`config.mk`:
```
export PLATFORM = sky130hd
export DESIGN_NAME = lec_core
export DESIGN_NICKNAME = d
export VERILOG_FILES = /design/src/shared/lec_pkg.sv /design/src/core/lec_fifo.sv /design/src/core/lec_turnaround.sv /design/src/core/lec_core.sv
export SDC_FILE = /design/constraint.sdc
export NUM_CORES = 1
export LEC_CHECK = 0
export BUFFER_PORTS_ARGS = -buffer_cell sky130_fd_sc_hd__buf_2
export CORE_MARGIN = 3
export CORE_UTILIZATION = 64
export DETAILED_ROUTE_END_ITERATION = 7
export GPL_ROUTABILITY_DRIVEN = 0
export GPL_TIMING_DRIVEN = 0
export PLACE_DENSITY_LB_ADDON = 0.12
export SYNTH_ARGS = -nofsm -noshare
export SYNTH_HDL_FRONTEND = slang
export SYNTH_SLANG_ARGS = --single-unit
```
`constraint.sdc`:
```
create_clock -name clk_i -period 10.2 [get_ports clk_i]
set_input_delay 1.02 -clock clk_i [delete_from_list [all_inputs] [get_ports clk_i]]
set_output_delay 1.02 -clock clk_i [all_outputs]
set_load 0.01 [all_outputs]
```
`src/shared/lec_pkg.sv`:
```
// lec_pkg: register map, field layout, start levels and carriers
// assumes the enhancement register sits at its config-space offset
package lec_pkg;

	// register map
	localparam logic [7:0] LEC_SETTINGS_OFFSET = 8'hf4;
	localparam logic [31:0] LEC_SETTINGS_RESET = 32'h0000_1000;
	localparam logic [31:0] LEC_WRITABLE_MASK = 32'h0000_3086;

	// field positions
	localparam int LEC_LEVEL_LSB = 12;
	localparam int LEC_PRIO_BIT = 7;
	localparam int LEC_PHYPROG_BIT = 6;
	localparam int LEC_IDLE_BIT = 2;
	localparam int LEC_ACCEL_BIT = 1;
	localparam int LEC_BYTE_BITS = 8;
	localparam int LEC_BYTES_PER_WORD = 4;

	// start level codes
	localparam logic [1:0] LEC_LVL_2K = 2'h0;
	localparam logic [1:0] LEC_LVL_1K7 = 2'h1;
	localparam logic [1:0] LEC_LVL_1K = 2'h2;
	localparam logic [1:0] LEC_LVL_512 = 2'h3;

	// start levels in bytes
	localparam logic [15:0] LEC_BYTES_2K = 16'h0800;
	localparam logic [15:0] LEC_BYTES_1K7 = 16'h06c0;
	localparam logic [15:0] LEC_BYTES_1K = 16'h0400;
	localparam logic [15:0] LEC_BYTES_512 = 16'h0200;

	// phy control line codes
	localparam logic [1:0] LEC_CTL_GRANT = 2'h3;
	localparam logic [1:0] LEC_CTL_IDLE = 2'h0;

	// one transmit fifo word with its end-of-packet token
	typedef struct packed {
		logic eop;
		logic [31:0] data;
	} lec_word_s;

	// settings as applied to the link
	typedef struct packed {
		logic [1:0] level;
		logic prio;
		logic idle;
		logic accel;
	} lec_settings_s;

endpackage

```
`src/core/lec_fifo.sv`:
```
// lec_fifo: flip-flop fifo with valid/ready on both sides
// assumes one clock and a synchronous active-high reset
`timescale 1ns/10ps
module lec_fifo #(
	parameter int WIDTH = 33,
	parameter int DEPTH = 16,
	parameter int CW = $clog2(DEPTH + 1)
) (
	// clock and reset
	input wire logic clk_i,
	input wire logic sys_rst_i,
	// fill side
	input wire logic in_valid_i,
	output logic in_ready_o,
	input wire logic [WIDTH-1:0] in_data_i,
	// drain side
	output logic out_valid_o,
	input wire logic out_ready_i,
	output logic [WIDTH-1:0] out_data_o,
	output logic [CW-1:0] count_o
);
	localparam int AW = $clog2(DEPTH);

	logic [WIDTH-1:0] mem_reg [DEPTH];
	logic [AW-1:0] wr_ptr_reg;
	logic [AW-1:0] rd_ptr_reg;
	logic [CW-1:0] count_next;
	logic push;
	logic pop;

	assign push = in_valid_i && in_ready_o;
	assign pop = out_valid_o && out_ready_i;
	assign out_data_o = mem_reg[rd_ptr_reg];

	// occupancy after this cycle
	always_comb begin
		count_next = count_o;
		if (push && !pop) begin
			count_next = CW'(count_o + 1'b1);
		end else if (pop && !push) begin
			count_next = CW'(count_o - 1'b1);
		end
	end

	// storage
	always_ff @(posedge clk_i) begin
		if (push) begin
			mem_reg[wr_ptr_reg] <= in_data_i;
		end
	end

	// pointers, count and registered flags
	always_ff @(posedge clk_i) begin
		if (sys_rst_i) begin
			wr_ptr_reg <= '0;
			rd_ptr_reg <= '0;
			count_o <= '0;
			in_ready_o <= 1'b0;
			out_valid_o <= 1'b0;
		end else begin
			if (push) begin
				wr_ptr_reg <= (wr_ptr_reg == AW'(DEPTH - 1)) ? '0 : AW'(wr_ptr_reg + 1'b1);
			end
			if (pop) begin
				rd_ptr_reg <= (rd_ptr_reg == AW'(DEPTH - 1)) ? '0 : AW'(rd_ptr_reg + 1'b1);
			end
			count_o <= count_next;
			in_ready_o <= count_next != CW'(DEPTH);
			out_valid_o <= count_next != '0;
		end
	end

endmodule

```
`src/core/lec_turnaround.sv`:
```
// lec_turnaround: takes the phy control lines after a grant
// assumes the phy grants by driving the grant code on the lines
`timescale 1ns/10ps
module lec_turnaround (
	// clock and reset
	input wire logic clk_i,
	input wire logic sys_rst_i,
	// link side
	input wire logic link_req_i,
	input wire logic link_release_i,
	input wire logic idle_en_i,
	input wire logic [1:0] ctl_value_i,
	// phy control lines
	input wire logic [1:0] ctl_lines_i,
	output logic [1:0] ctl_lines_o,
	output logic ctl_lines_oe_o
);
	typedef enum logic [1:0] {LEC_TA_IDLE, LEC_TA_WAIT, LEC_TA_TURN, LEC_TA_DRIVE} lec_ta_e;

	lec_ta_e state_reg;
	lec_ta_e state_next;

	// grant and turnaround sequencing
	always_comb begin
		state_next = state_reg;
		case (state_reg)
			LEC_TA_IDLE: begin
				if (link_req_i) begin
					state_next = LEC_TA_WAIT;
				end
			end
			LEC_TA_WAIT: begin
				if (ctl_lines_i == lec_pkg::LEC_CTL_GRANT) begin
					state_next = idle_en_i ? LEC_TA_TURN : LEC_TA_DRIVE;
				end
			end
			LEC_TA_TURN: begin
				state_next = LEC_TA_DRIVE;
			end
			LEC_TA_DRIVE: begin
				if (link_release_i) begin
					state_next = LEC_TA_IDLE;
				end
			end
			default: begin
				state_next = LEC_TA_IDLE;
			end
		endcase
	end

	// state and line drivers
	always_ff @(posedge clk_i) begin
		if (sys_rst_i) begin
			state_reg <= LEC_TA_IDLE;
			ctl_lines_oe_o <= 1'b0;
			ctl_lines_o <= lec_pkg::LEC_CTL_IDLE;
		end else begin
			state_reg <= state_next;
			ctl_lines_oe_o <= state_next == LEC_TA_DRIVE;
			ctl_lines_o <= (state_next == LEC_TA_DRIVE) ? ctl_value_i : lec_pkg::LEC_CTL_IDLE;
		end
	end
endmodule

```
`src/core/lec_core.sv`:
```
// lec_core: link enhancement settings register and transmit start control
// assumes a config-space access port, an eeprom loader strobe and an
// external gate bit from the host controller control register
//
// Summary of operation
// - settings load from software or eeprom
// - settings act only while gate bit set
// - bits 31-14 read zero, read-only
// - level field 13-12 decodes four start levels
// - programmed level holds until an underrun
// - retry after underrun waits for whole packet
// - start at level or at packet end
// - fifo empties mid-packet means underrun, packet errored
// - 2K level sends only complete packets
// - bits 11-8 read zero, read-only
// - bit 7 enables priority arbitration requests
// - bits 5-3 read zero, read-only
// - bit 0 reads zero, read-only
// - without idle bit, drive right after grant
// - with idle bit, one idle cycle first
// - bit 1 advertises acceleration support to phy
// - bit 6 stays unassigned and read-only
`timescale 1ns/10ps
module lec_core #(
	parameter int DEPTH = 16,
	parameter int LVL_SHIFT = 0,
	parameter int CW = $clog2(DEPTH + 1)
) (
	// clock and reset
	input wire logic clk_i,
	input wire logic sys_rst_i,
	// config-space access
	input wire logic cfg_sel_i,
	input wire logic cfg_wr_i,
	input wire logic cfg_rd_i,
	input wire logic [7:0] cfg_addr_i,
	input wire logic [3:0] cfg_be_i,
	input wire logic [31:0] cfg_wdata_i,
	output logic [31:0] cfg_rdata_o,
	output logic cfg_rvalid_o,
	// serial eeprom loader
	input wire logic rom_load_i,
	input wire logic [31:0] rom_data_i,
	// host controller gate
	input wire logic host_enhancement_gate_i,
	// asynchronous transmit fill side
	input wire logic at_in_valid_i,
	output logic at_in_ready_o,
	input wire lec_pkg::lec_word_s at_in_data_i,
	// asynchronous transmit drain side
	output logic tx_valid_o,
	input wire logic tx_ready_i,
	output lec_pkg::lec_word_s tx_data_o,
	output logic tx_active_o,
	output logic tx_underrun_o,
	// phy interface
	input wire logic link_req_i,
	input wire logic link_release_i,
	input wire logic [1:0] link_ctl_value_i,
	input wire logic [1:0] phy_link_control_lines_i,
	output logic [1:0] phy_link_control_lines_o,
	output logic phy_link_control_lines_oe_o,
	output logic prio_req_en_o,
	output logic accel_adv_o
);
	typedef enum logic [1:0] {LEC_TX_IDLE, LEC_TX_SEND, LEC_TX_FLUSH} lec_tx_e;

	logic [31:0] settings_reg;
	logic [31:0] settings_next;
	logic [31:0] be_mask;
	lec_pkg::lec_settings_s eff_reg;
	logic [1:0] level_use;
	logic [15:0] level_words;
	lec_tx_e state_reg;
	lec_tx_e state_next;
	logic retry_sf_reg;
	logic last_loaded_reg;
	logic [CW-1:0] eop_cnt_reg;
	logic fifo_valid;
	logic fifo_ready;
	lec_pkg::lec_word_s fifo_data;
	logic [CW-1:0] fifo_count;
	logic push;
	logic pop;
	logic start;
	logic underrun;
	logic done;

	//////////////////////////////////////////////////////////////////////////
	// register access

	// byte-lane write mask
	always_comb begin
		for (int i = 0; i < 4; i++) begin
			be_mask[i*lec_pkg::LEC_BYTE_BITS +: lec_pkg::LEC_BYTE_BITS] = {
				lec_pkg::LEC_BYTE_BITS{cfg_be_i[i]}};
		end
	end

	// next stored value; eeprom load wins over a software write
	always_comb begin
		settings_next = settings_reg;
		if (rom_load_i) begin
			settings_next = rom_data_i & lec_pkg::LEC_WRITABLE_MASK;
		end else if (cfg_sel_i && cfg_wr_i && cfg_addr_i == lec_pkg::LEC_SETTINGS_OFFSET) begin
			settings_next = (settings_reg & ~be_mask) | (cfg_wdata_i & be_mask);
			settings_next = settings_next & lec_pkg::LEC_WRITABLE_MASK;
		end
	end

	// stored settings
	always_ff @(posedge clk_i) begin
		if (sys_rst_i) begin
			settings_reg <= lec_pkg::LEC_SETTINGS_RESET;
		end else begin
			settings_reg <= settings_next;
		end
	end

	// read port; unmapped offsets return zero
	always_ff @(posedge clk_i) begin
		if (sys_rst_i) begin
			cfg_rdata_o <= '0;
			cfg_rvalid_o <= 1'b0;
		end else begin
			cfg_rvalid_o <= cfg_sel_i && cfg_rd_i;
			if (cfg_sel_i && cfg_rd_i && cfg_addr_i == lec_pkg::LEC_SETTINGS_OFFSET) begin
				cfg_rdata_o <= settings_reg;
			end else begin
				cfg_rdata_o <= '0;
			end
		end
	end

	//////////////////////////////////////////////////////////////////////////
	// applied settings

	// gate off returns every setting to its reset behaviour
	always_ff @(posedge clk_i) begin
		if (sys_rst_i) begin
			eff_reg <= '{level: lec_pkg::LEC_LVL_1K7, default: 1'b0};
		end else if (host_enhancement_gate_i) begin
			eff_reg.level <= settings_reg[lec_pkg::LEC_LEVEL_LSB +: 2];
			eff_reg.prio <= settings_reg[lec_pkg::LEC_PRIO_BIT];
			eff_reg.idle <= settings_reg[lec_pkg::LEC_IDLE_BIT];
			eff_reg.accel <= settings_reg[lec_pkg::LEC_ACCEL_BIT];
		end else begin
			eff_reg <= '{level: lec_pkg::LEC_LVL_1K7, default: 1'b0};
		end
	end

	assign prio_req_en_o = eff_reg.prio;
	assign accel_adv_o = eff_reg.accel;

	//////////////////////////////////////////////////////////////////////////
	// transmit start control

	// after an underrun the retry runs store-and-forward
	assign level_use = retry_sf_reg ? lec_pkg::LEC_LVL_2K : eff_reg.level;

	// level in fifo words
	always_comb begin
		case (level_use)
			lec_pkg::LEC_LVL_2K: level_words = lec_pkg::LEC_BYTES_2K;
			lec_pkg::LEC_LVL_1K7: level_words = lec_pkg::LEC_BYTES_1K7;
			lec_pkg::LEC_LVL_1K: level_words = lec_pkg::LEC_BYTES_1K;
			default: level_words = lec_pkg::LEC_BYTES_512;
		endcase
		level_words = (level_words >> LVL_SHIFT) / 16'(lec_pkg::LEC_BYTES_PER_WORD);
	end

	assign push = at_in_valid_i && at_in_ready_o;
	assign pop = fifo_valid && fifo_ready;

	// whole packet present, or level reached when not store-and-forward
	assign start = (eop_cnt_reg != '0) ||
		(level_use != lec_pkg::LEC_LVL_2K && 16'(fifo_count) >= level_words);

	// fifo ran dry before the packet end left it
	assign underrun = state_reg == LEC_TX_SEND && !last_loaded_reg && !fifo_valid &&
		!tx_valid_o;
	assign done = state_reg == LEC_TX_SEND && last_loaded_reg && tx_valid_o && tx_ready_i;

	// pull in SEND while the output stage has room, pull every word in FLUSH, none in IDLE
	always_comb begin
		case (state_reg)
			LEC_TX_SEND: fifo_ready = !last_loaded_reg && (!tx_valid_o || tx_ready_i);
			LEC_TX_FLUSH: fifo_ready = 1'b1;
			default: fifo_ready = 1'b0;
		endcase
	end

	// packet sequencing
	always_comb begin
		state_next = state_reg;
		case (state_reg)
			LEC_TX_IDLE: begin
				if (start) begin
					state_next = LEC_TX_SEND;
				end
			end
			LEC_TX_SEND: begin
				if (underrun) begin
					state_next = LEC_TX_FLUSH;
				end else if (done) begin
					state_next = LEC_TX_IDLE;
				end
			end
			LEC_TX_FLUSH: begin
				if (pop && fifo_data.eop) begin
					state_next = LEC_TX_IDLE;
				end
			end
			default: begin
				state_next = LEC_TX_IDLE;
			end
		endcase
	end

	// state, retry mode and status outputs
	always_ff @(posedge clk_i) begin
		if (sys_rst_i) begin
			state_reg <= LEC_TX_IDLE;
			retry_sf_reg <= 1'b0;
			tx_underrun_o <= 1'b0;
			tx_active_o <= 1'b0;
		end else begin
			state_reg <= state_next;
			tx_underrun_o <= underrun;
			tx_active_o <= state_next == LEC_TX_SEND;
			if (underrun) begin
				retry_sf_reg <= 1'b1;
			end else if (done) begin
				retry_sf_reg <= 1'b0;
			end
		end
	end

	// output word register
	always_ff @(posedge clk_i) begin
		if (sys_rst_i) begin
			tx_valid_o <= 1'b0;
			tx_data_o <= '0;
			last_loaded_reg <= 1'b0;
		end else begin
			if (pop && state_reg == LEC_TX_SEND) begin
				tx_valid_o <= 1'b1;
				tx_data_o <= fifo_data;
				last_loaded_reg <= fifo_data.eop;
			end else if (tx_ready_i) begin
				tx_valid_o <= 1'b0;
			end
			if (state_reg != LEC_TX_SEND) begin
				last_loaded_reg <= 1'b0;
			end
		end
	end

	// complete packets held in the fifo
	always_ff @(posedge clk_i) begin
		if (sys_rst_i) begin
			eop_cnt_reg <= '0;
		end else if (push && at_in_data_i.eop && !(pop && fifo_data.eop)) begin
			eop_cnt_reg <= CW'(eop_cnt_reg + 1'b1);
		end else if (pop && fifo_data.eop && !(push && at_in_data_i.eop)) begin
			eop_cnt_reg <= CW'(eop_cnt_reg - 1'b1);
		end
	end

	//////////////////////////////////////////////////////////////////////////
	// instances

	lec_fifo #(
		.WIDTH($bits(lec_pkg::lec_word_s)),
		.DEPTH(DEPTH),
		.CW(CW)
	) u_fifo (
		.clk_i(clk_i),
		.sys_rst_i(sys_rst_i),
		.in_valid_i(at_in_valid_i),
		.in_ready_o(at_in_ready_o),
		.in_data_i(at_in_data_i),
		.out_valid_o(fifo_valid),
		.out_ready_i(fifo_ready),
		.out_data_o(fifo_data),
		.count_o(fifo_count)
	);

	lec_turnaround u_turn (
		.clk_i(clk_i),
		.sys_rst_i(sys_rst_i),
		.link_req_i(link_req_i),
		.link_release_i(link_release_i),
		.idle_en_i(eff_reg.idle),
		.ctl_value_i(link_ctl_value_i),
		.ctl_lines_i(phy_link_control_lines_i),
		.ctl_lines_o(phy_link_control_lines_o),
		.ctl_lines_oe_o(phy_link_control_lines_oe_o)
	);
endmodule

```
* Word level (Yosys, flattened, before mapping) *
Memories as Yosys holds them, arrays and structs flattened. A register that Yosys moved wholly into a read port is not among the register bits.
Cells that the tools add are included.

word-level totals
  bits in read-only memories = 0
  logic and storage cells = 127
  latch bits = 0
  memory bits (writable) = 528
  bits in registers = 81
  output and inout port bits = 75
  memories kept = 1

operators by class
  shift operators = 0
  divide/modulo/power cells = 0
  multipliers = 0
  bitwise logic cells = 7
  muxes and demuxes = 29
  reduce and logical (&&, ||, !) cells = 44
  add/subtract/negate cells = 6
  eq/ne operators = 15
  order comparisons = 1

memories
  name            words  width  read ports  clocked after Yosys merged registers in  write ports  RTL line        text
  u_fifo.mem_reg  16     33     1           1                                        1            lec_fifo.sv:24  logic [WIDTH-1:0] mem_reg [DEPTH];

operator list
  kind                   number
  $pmux W12 S3           1
  $and A14 B14 Y14       2
  $mux W14               2
  $logic_and A1 B1 Y1    21
  $mux W5                4
  $mux W2                8
  $mux W4                4
  $ge A5 B14 Y1          1
  $not A14 Y14           1
  $or A14 B14 Y14        1
  $eq A2 B2 Y1 const B   6
  $add A5 B1 Y5 const B  2
  $reduce_bool A2 Y1     5
  $reduce_bool A5 Y1     2
  $sub A5 B1 Y5 const B  2
  $add A4 B1 Y4 const B  2
  $eq A2 B1 Y1 const B   4
  $eq A4 B4 Y1 const B   2
  $eq A8 B8 Y1 const B   1
  $pmux W2 S4            1
  $reduce_or A2 Y1       4
  $logic_not A1 Y1       7
  $mux W1                7
  $logic_not A2 Y1       3
  6 further kinds        9

* Depth between registers and ports, before layout *
Gate-level depths: netlist of the first run.

  word-level depth = 9
  gate-level depth with buffers = 15

* Cells and area by module *
From an unflattened synthesis of the first run, not the netlist that was laid out.

unflattened totals
  cells, all modules = 1,174
  area, all modules = 23,964.2 sq um

by module, submodules not included
  module          sequential area each (sq um)  area an instance (sq um)  times used  cells each
  lec_fifo        16,235.6                      20,771.2                  1           849
  lec_core        1,161.1                       2,977.9                   1           303
  lec_turnaround  100.1                         215.2                     1           22

* Least setup slack after synthesis of the first run *
No wires, ideal clock.

  kind = input port to flip-flop
  start point = input at_in_valid_i
  end point = memory u_fifo.mem_reg[3][0] (enable)
  arrival = 3,868 ps
  stages on the path = 4
  slack = 5,868 ps
  library setup time = 464 ps
  cell sequence = and2_1 > clkbuf_1 > nand2_1 > nor3_1

between the ends
  cells in the longest elaborated chain, start to end = 3

ends and longest elaborated chain
  element                        RTL line        text
  start, declared                lec_core.sv:47  input wire logic at_in_valid_i,
  $logic_and A1 B1 Y1            lec_fifo.sv:31  assign push = in_valid_i && in_ready_o;
  $mux W1                        lec_fifo.sv:47  if (push) begin
  $mux W1 (implied by the code)  lec_fifo.sv:48  mem_reg[wr_ptr_reg] <= in_data_i;
  end, declared                  lec_fifo.sv:24

Every way passes these cells.

==> results of run 1 <==
## worst max-delay path: stages, from the launching register on
cell and delay, ps:
dfxtp_1 340, buf_6 150, buf_2 260, a2111oi_0 610, nor3_1 150, o21ai_2 340, ha_1 250, inv_1 110
fa_1 420, a21o_1 190, a21oi_1 170, xnor2_1 90, or3_1 300, a21oi_1 140
## layer usage
| metal | share of wire | wire length, um | up-vias | global-route usage |
|---|---|---|---|---|
| met5 | 0.00027 | 14 | - | 0 |
| met4 | 0.024 | 1270 | 4 | 0.0845 |
| met2 | 0.50 | 26100 | 660 | 0.452 |
| met1 | 0.38 | 20100 | 6087 | 0.384 |
| li1 | - | - | 5117 | - |
| met3 | 0.096 | 5060 | 91 | 0.0628 |
## power by group through the flow
stage / clock network, mW / registers (mW) / logic [mW]
2_1_floorplan: 0 / 2.81 / 0.219
3_3_place_gp: 0 / 2.81 / 0.309
3_5_place_dp: 0 / 2.81 / 0.325
4_1_cts: 2.15 / 2.76 / 0.328
5_1_grt: 2.24 / 2.76 / 0.359
6_report: 2.13 / 2.76 / 0.328
## per-stage QoR
stage / cells / area [um2] / utilization
after floorplan: 1201 / 23600 / -
after CTS: 1911 / 27100 / 0.758
after detailed placement: 1804 / 25300 / 0.705
after global placement: 1776 / 24700 / 0.690
after global routing: 1911 / 27100 / 0.758
final: 1913 / 27200 / 0.758
## kinds of logic after synthesis
group / Yosys count / synth area share
AOI/OAI and AO/OA: 79 / 0.0199
buffers and inverters: 122 / 0.0270
muxes: 176 / 0.162
adders and majority gates: 17 / 0.00939
other: 1 / 0.000160
DFF: 610 / 0.746
and+or+nand+nor: 158 / 0.0315
xor gates and xnor gates: 12 / 0.00448
## final timing paths
check	from	end	slack, ps
setup / recovery	flop	eop_cnt_reg[4]$_SDFFE_PP0P_	6620
hold / removal	tx_data_o[15]$_SDFFE_PP0P_	tx_data_o[15]$_SDFFE_PP0P_	440
setup reg to reg	flop	eop_cnt_reg[4]$_SDFFE_PP0P_	6620
hold reg to reg	tx_data_o[15]$_SDFFE_PP0P_	tx_data_o[15]$_SDFFE_PP0P_	440
## synth_stat cells (4+ instances only)
master,number
buf_4,27
nand2b_1,6
buf_6,8
clkinv_1,31
nor2_1,40
inv_1,12
a21oi_1,15
or3_1,5
nor2b_1,6
nand2_1,54
and2_1,15
clkbuf_1,26
o21ai_0,5
dfxtp_1,82
xnor2_1,5
xor2_1,7
edfxtp_1,528
o21ai_1,33
mux2_1,6
buf_2,11
ha_1,16
buf_1,7
nand3_1,4
a31oi_1,6
mux4_2,162
mux2i_1,8
nor4_1,5
nor3_1,14
## final cells by class
| cell class | count | area [um2] | area share |
|---|---|---|---|
| well taps | 461 | 577 | 0.0212 |
| diodes | 2 | 5.00 | 0.000184 |
| multi-input cells | 469 | 5540 | 0.204 |
| inverters | 43 | 161 | 0.00594 |
| plain buffers | 79 | 472 | 0.0174 |
| flip-flops and latches | 610 | 17500 | 0.644 |
| clock buffers | 69 | 1520 | 0.0561 |
| repair buffers | 142 | 1010 | 0.0373 |
| clock inverters | 38 | 364 | 0.0134 |
==> impl_metrics.toml, run 1 <==
[global_route]
grt_pass1_vias = 12100
grt_pass1_wl_mm = 77.2
grtUsageTotal = 0.277
grt_max_degree = 23
globalRouteOverflowTotal = 0
antenna_found_initial = 3

[setup_path]
crit_fanout = 10
crit_type = "reg -> reg"
cp-start-kind = "flop"
arrival_ps = 4120
end_kind = "flop"
worstRegToRegCells = 13
critPathRequiredTime_ps = 10750

[worst_hold_path]
hold_class = "reg -> reg"
hold-path-cell-count = 2

[logic_synthesis]
synth_seq_cells = 610
synth_top_area_cell = "edfxtp_1"
syn-mean-instance-area_um2 = 20.0
yosys_warnings = 0
synth_edf_count = 528
synthTopCellsByArea = "edfxtp_1 68%, mux4_2 16%, dfxtp_1 7.0%"
yosysTopAreaCellShare = 0.676
mappedNetlistArea_um2 = 23500
ys_async_sr_fraction = 0
syn_inst = 1175
ys_seq_area_frac = 0.746
synthFlopType = "edfxtp_1"
netlist-cell-type-count = 50

[drt]
drc = 0
drtPass1Iterations = 5
initialDrtViolationCount = 1295
wirelength_mm = 52.6
vias = 12000
final_antenna_net_count = 0
vias_per_cell = 6.25
wl_per_cell_um = 27.5

[pwr]
seqPwrFrac = 0.529
p_int_mw = 4.11
p_per_area_nw_per_um2 = 192
power.clock.fraction = 0.408
power_frac_comb = 0.063
power.total_mw = 5.22
switching_power_mw = 1.11
p_leak_nw = 9.01
netSwitchingFraction = 0.213
ir_worst_vdd_v = 0.000210

[sta]
finalCriticalPeriod_ps = 3580
slew_violations = 0
finalSetupTns_ps = 0
holdWs_ps = 441
max_slew_margin = 0.159
setup_ws_ps = 6620
setup_viol = 0
fmax_mhz = 280
tightest_slew_ps = 1260
skew_ps = 28.5
hold_viol_final = 0
rsz0062_at_grt = "false"
fin_crit_sh = 0.351

[placement]
dp.final_hpwl_mm = 31.5
preCtsSetupSlack_ps = 6530
port_buffers = 114

[clocking]
clk_path_buf_depth = 3
cts-htree-levels = 2
post_cts_buffers = 0
clk_pin_slew_ps = 70
cts_hold_buf = 0
clk_latency_ps = 620
cts_sinks = 610
cts_resized = 0
cts_root_buffer = "clkbuf_16"
cts_made_buffers = 57
cts_tree = "built"

[layout]
area_delta_synth_final_pct = 15.7
fin_nets = 1543
nFillCells = 1959
layout_common_cells = "528 x edfxtp_1, 162 x mux4_2, 125 x buf_2, 82 x dfxtp_1, 59 x clkbuf_16"
mostFrequentLayoutCell = "edfxtp_1"
layout-drive-gt1-share = 0.315
largest_reg_flops = 528

[floorplan]
die_area_um2 = 39000
fp.dieW_um = 197
ioPinCount = 199
rows = 69
die_h_um = 197
initial_utilization = 0.655
coreArea_um2 = 35800

[outcome]
status = "finished, final reports clean"

[job]
maxCapViolations = 0
Note: power is estimated with default switching activity, not from simulation.
==> inputs of run 2 (changes only) <==
--- a/config.mk
+++ b/config.mk
@@ -7,7 +7,7 @@
 export LEC_CHECK = 0
 export BUFFER_PORTS_ARGS = -buffer_cell sky130_fd_sc_hd__buf_2
 export CORE_MARGIN = 3
-export CORE_UTILIZATION = 64
+export CORE_UTILIZATION = 54
 export DETAILED_ROUTE_END_ITERATION = 7
 export GPL_ROUTABILITY_DRIVEN = 0
 export GPL_TIMING_DRIVEN = 0
==> constraint.sdc (replaced) <==
create_clock -name clk_i -period 3.15 [get_ports clk_i]
set_input_delay 0.315 -clock clk_i [delete_from_list [all_inputs] [get_ports clk_i]]
set_output_delay 0.315 -clock clk_i [all_outputs]
set_load 0.01 [all_outputs]
==> impl_metrics.toml, run 2 (same netlist as run 1, synthesis figures left out) <==
[drt]
wl_per_cell_um = 25.9
wirelength_mm = 53.0
drtPass1Iterations = 5
initialDrtViolationCount = 1332
vias = 12100
final_antenna_net_count = 0
vias_per_cell = 5.90
drc = 0

[global_route]
top_usage_layer = "met2"
grt_util_met3 = 0.0442
globalRouteOverflowTotal = 0
grt_pass1_vias = 12200
antenna_found_initial = 3
grtUsageMet1 = 0.329
grt_pass1_wl_mm = 79.1
grtUsageTotal = 0.234
grt_max_degree = 22
grt_util_met2 = 0.380

[clocking]
clk_latency_ps = 620
cts_made_buffers = 59
cts_root_buffer = "clkbuf_16"
clk_pin_slew_ps = 60
clk_path_buf_depth = 3
cts_tree = "built"
cts_sinks = 610
cts-htree-levels = 2

[sta]
finalCriticalPeriod_ps = 3040
setup_ws_ps = 113
hold_viol_final = 0
slew_violations = 0
max_slew_margin = 0.250
fin_crit_sh = 0.964
tightest_slew_ps = 1120
rsz0062_at_grt = "false"
setup_viol = 0
fmax_mhz = 329
skew_ps = 30.3

[floorplan]
coreArea_um2 = 42400
die_area_um2 = 46000
ioPinCount = 199
die_h_um = 214
initial_utilization = 0.553
fp.dieW_um = 214
rows = 75

[setup_path]
crit_path_cell_trace = "buf_6 -> buf_12 -> mux2_1 -> o22ai_2 -> nor3_2 -> o21ai_4 -> ha_4 -> inv_4 -> fa_2 -> a21o_1 -> a21oi_2 -> xnor2_1 -> or3_1 -> a21oi_1"
arrival_ps = 3560
crit_fanout = 10
worstRegToRegCells = 14
slowest_stage = "dfxtp_2"
critPathMaxStageDelay_ps = 350
end_kind = "flop"
rr_endpoint = "eop_cnt_reg[4]$_SDFFE_PP0P_"
critPathRequiredTime_ps = 3670
cp-start-kind = "flop"
crit_type = "reg -> reg"
rrSetupSlack_ps = 110

[layout]
largest_reg_flops = 528
mostFrequentLayoutCell = "edfxtp_1"
layout_common_cells = "528 x edfxtp_1, 162 x mux4_2, 123 x buf_2, 80 x dfxtp_1, 60 x clkbuf_16"
stdcell_area_um2 = 27800
area_delta_synth_final_pct = 18.3
fin_nets = 1563
layout-drive-gt1-share = 0.322
post-route-util = 0.655

[worst_hold_path]
min_from = "sys_rst_i"
hold_class = "in -> reg"
whs_endpoint = "last_loaded_reg$_SDFFE_PP0P_"
hold-path-cell-count = 3

[placement]
port_buffers = 114
dp.final_hpwl_mm = 32.5
placed_area_um2 = 25600
preCtsSetupSlack_ps = -353

[pwr]
ir_worst_vdd_v = 0.000562
p_per_area_nw_per_um2 = 609
p_leak_nw = 9.16
power.total_mw = 16.9

[outcome]
status = "finished, final reports clean"

[job]
maxCapViolations = 0
## run 2: metrics by stage
step | TNS (ps) | cells | hold slack (ps)
after floorplan | 0 | 1201 | 414
after global placement | -871100 | 1892 | 430
after detailed placement | -798 | 1917 | 434
after CTS | 0 | 2045 | 9.41
after global routing | 0 | 2050 | 54.8
final | 0 | 2051 | 47.3
## run 2: timing repair
action | in CTS | in global routing
setup buffers | 6 | 5
hold endpoints to repair | 9 | 0
pin swaps | 3 | 8
gates resized for setup | 11 | 16
setup endpoints to repair | 11 | 12
hold buffers | 10 | 0
## run 2: worst max path at each step
stage                        from                               to  slack, ps  cells after the start
floorplan                    flop      eop_cnt_reg[4]$_SDFFE_PP0P_        220                     14
global placement    at_in_valid_i  u_fifo.mem_reg[11][1]$_DFFE_PP_      -1790                      5
detailed placement           flop      eop_cnt_reg[4]$_SDFFE_PP0P_       -350                     13
CTS                          flop      eop_cnt_reg[4]$_SDFFE_PP0P_         10                     13
global route                 flop      eop_cnt_reg[4]$_SDFFE_PP0P_          2                     14
finish                       flop      eop_cnt_reg[4]$_SDFFE_PP0P_        110                     14
## run 2: critical path: cells and delay by family, from the launching register on
family | cells | cell delay (ps)
DFF | 1 | 350
muxes | 1 | 350
and+or+nand+nor | 2 | 410
AOI/OAI and AO/OA | 5 | 850
buffers and inverters | 3 | 330
xor gates and xnor gates | 1 | 90
adders and majority gates | 2 | 540
## run 2: routing by layer
metal  wire length, um  part of all wire
met1             21700              0.41
met2             26000              0.49
met3              4040             0.076
met4              1340             0.025
met5                16           0.00030
## run 2: final cells by class
class / instances / area (um2)
plain buffers: 79 / 494
multi-input cells: 469 / 5670
fillers: 2892 / 14700
repair buffers: 160 / 1330
diodes: 1 / 2.50
clock inverters: 30 / 258
well taps: 577 / 722
clock buffers: 82 / 1620
inverters: 43 / 164
flip-flops and latches: 610 / 17500
## run 2: power breakdown
part,switching (mW),leakage [nW],total [mW],internal [mW]
registers,0.0703,5.42,8.94,8.87
clock network,2.90,0.912,6.82,3.92
logic,0.609,2.82,1.15,0.537
total,3.58,9.16,16.9,13.3
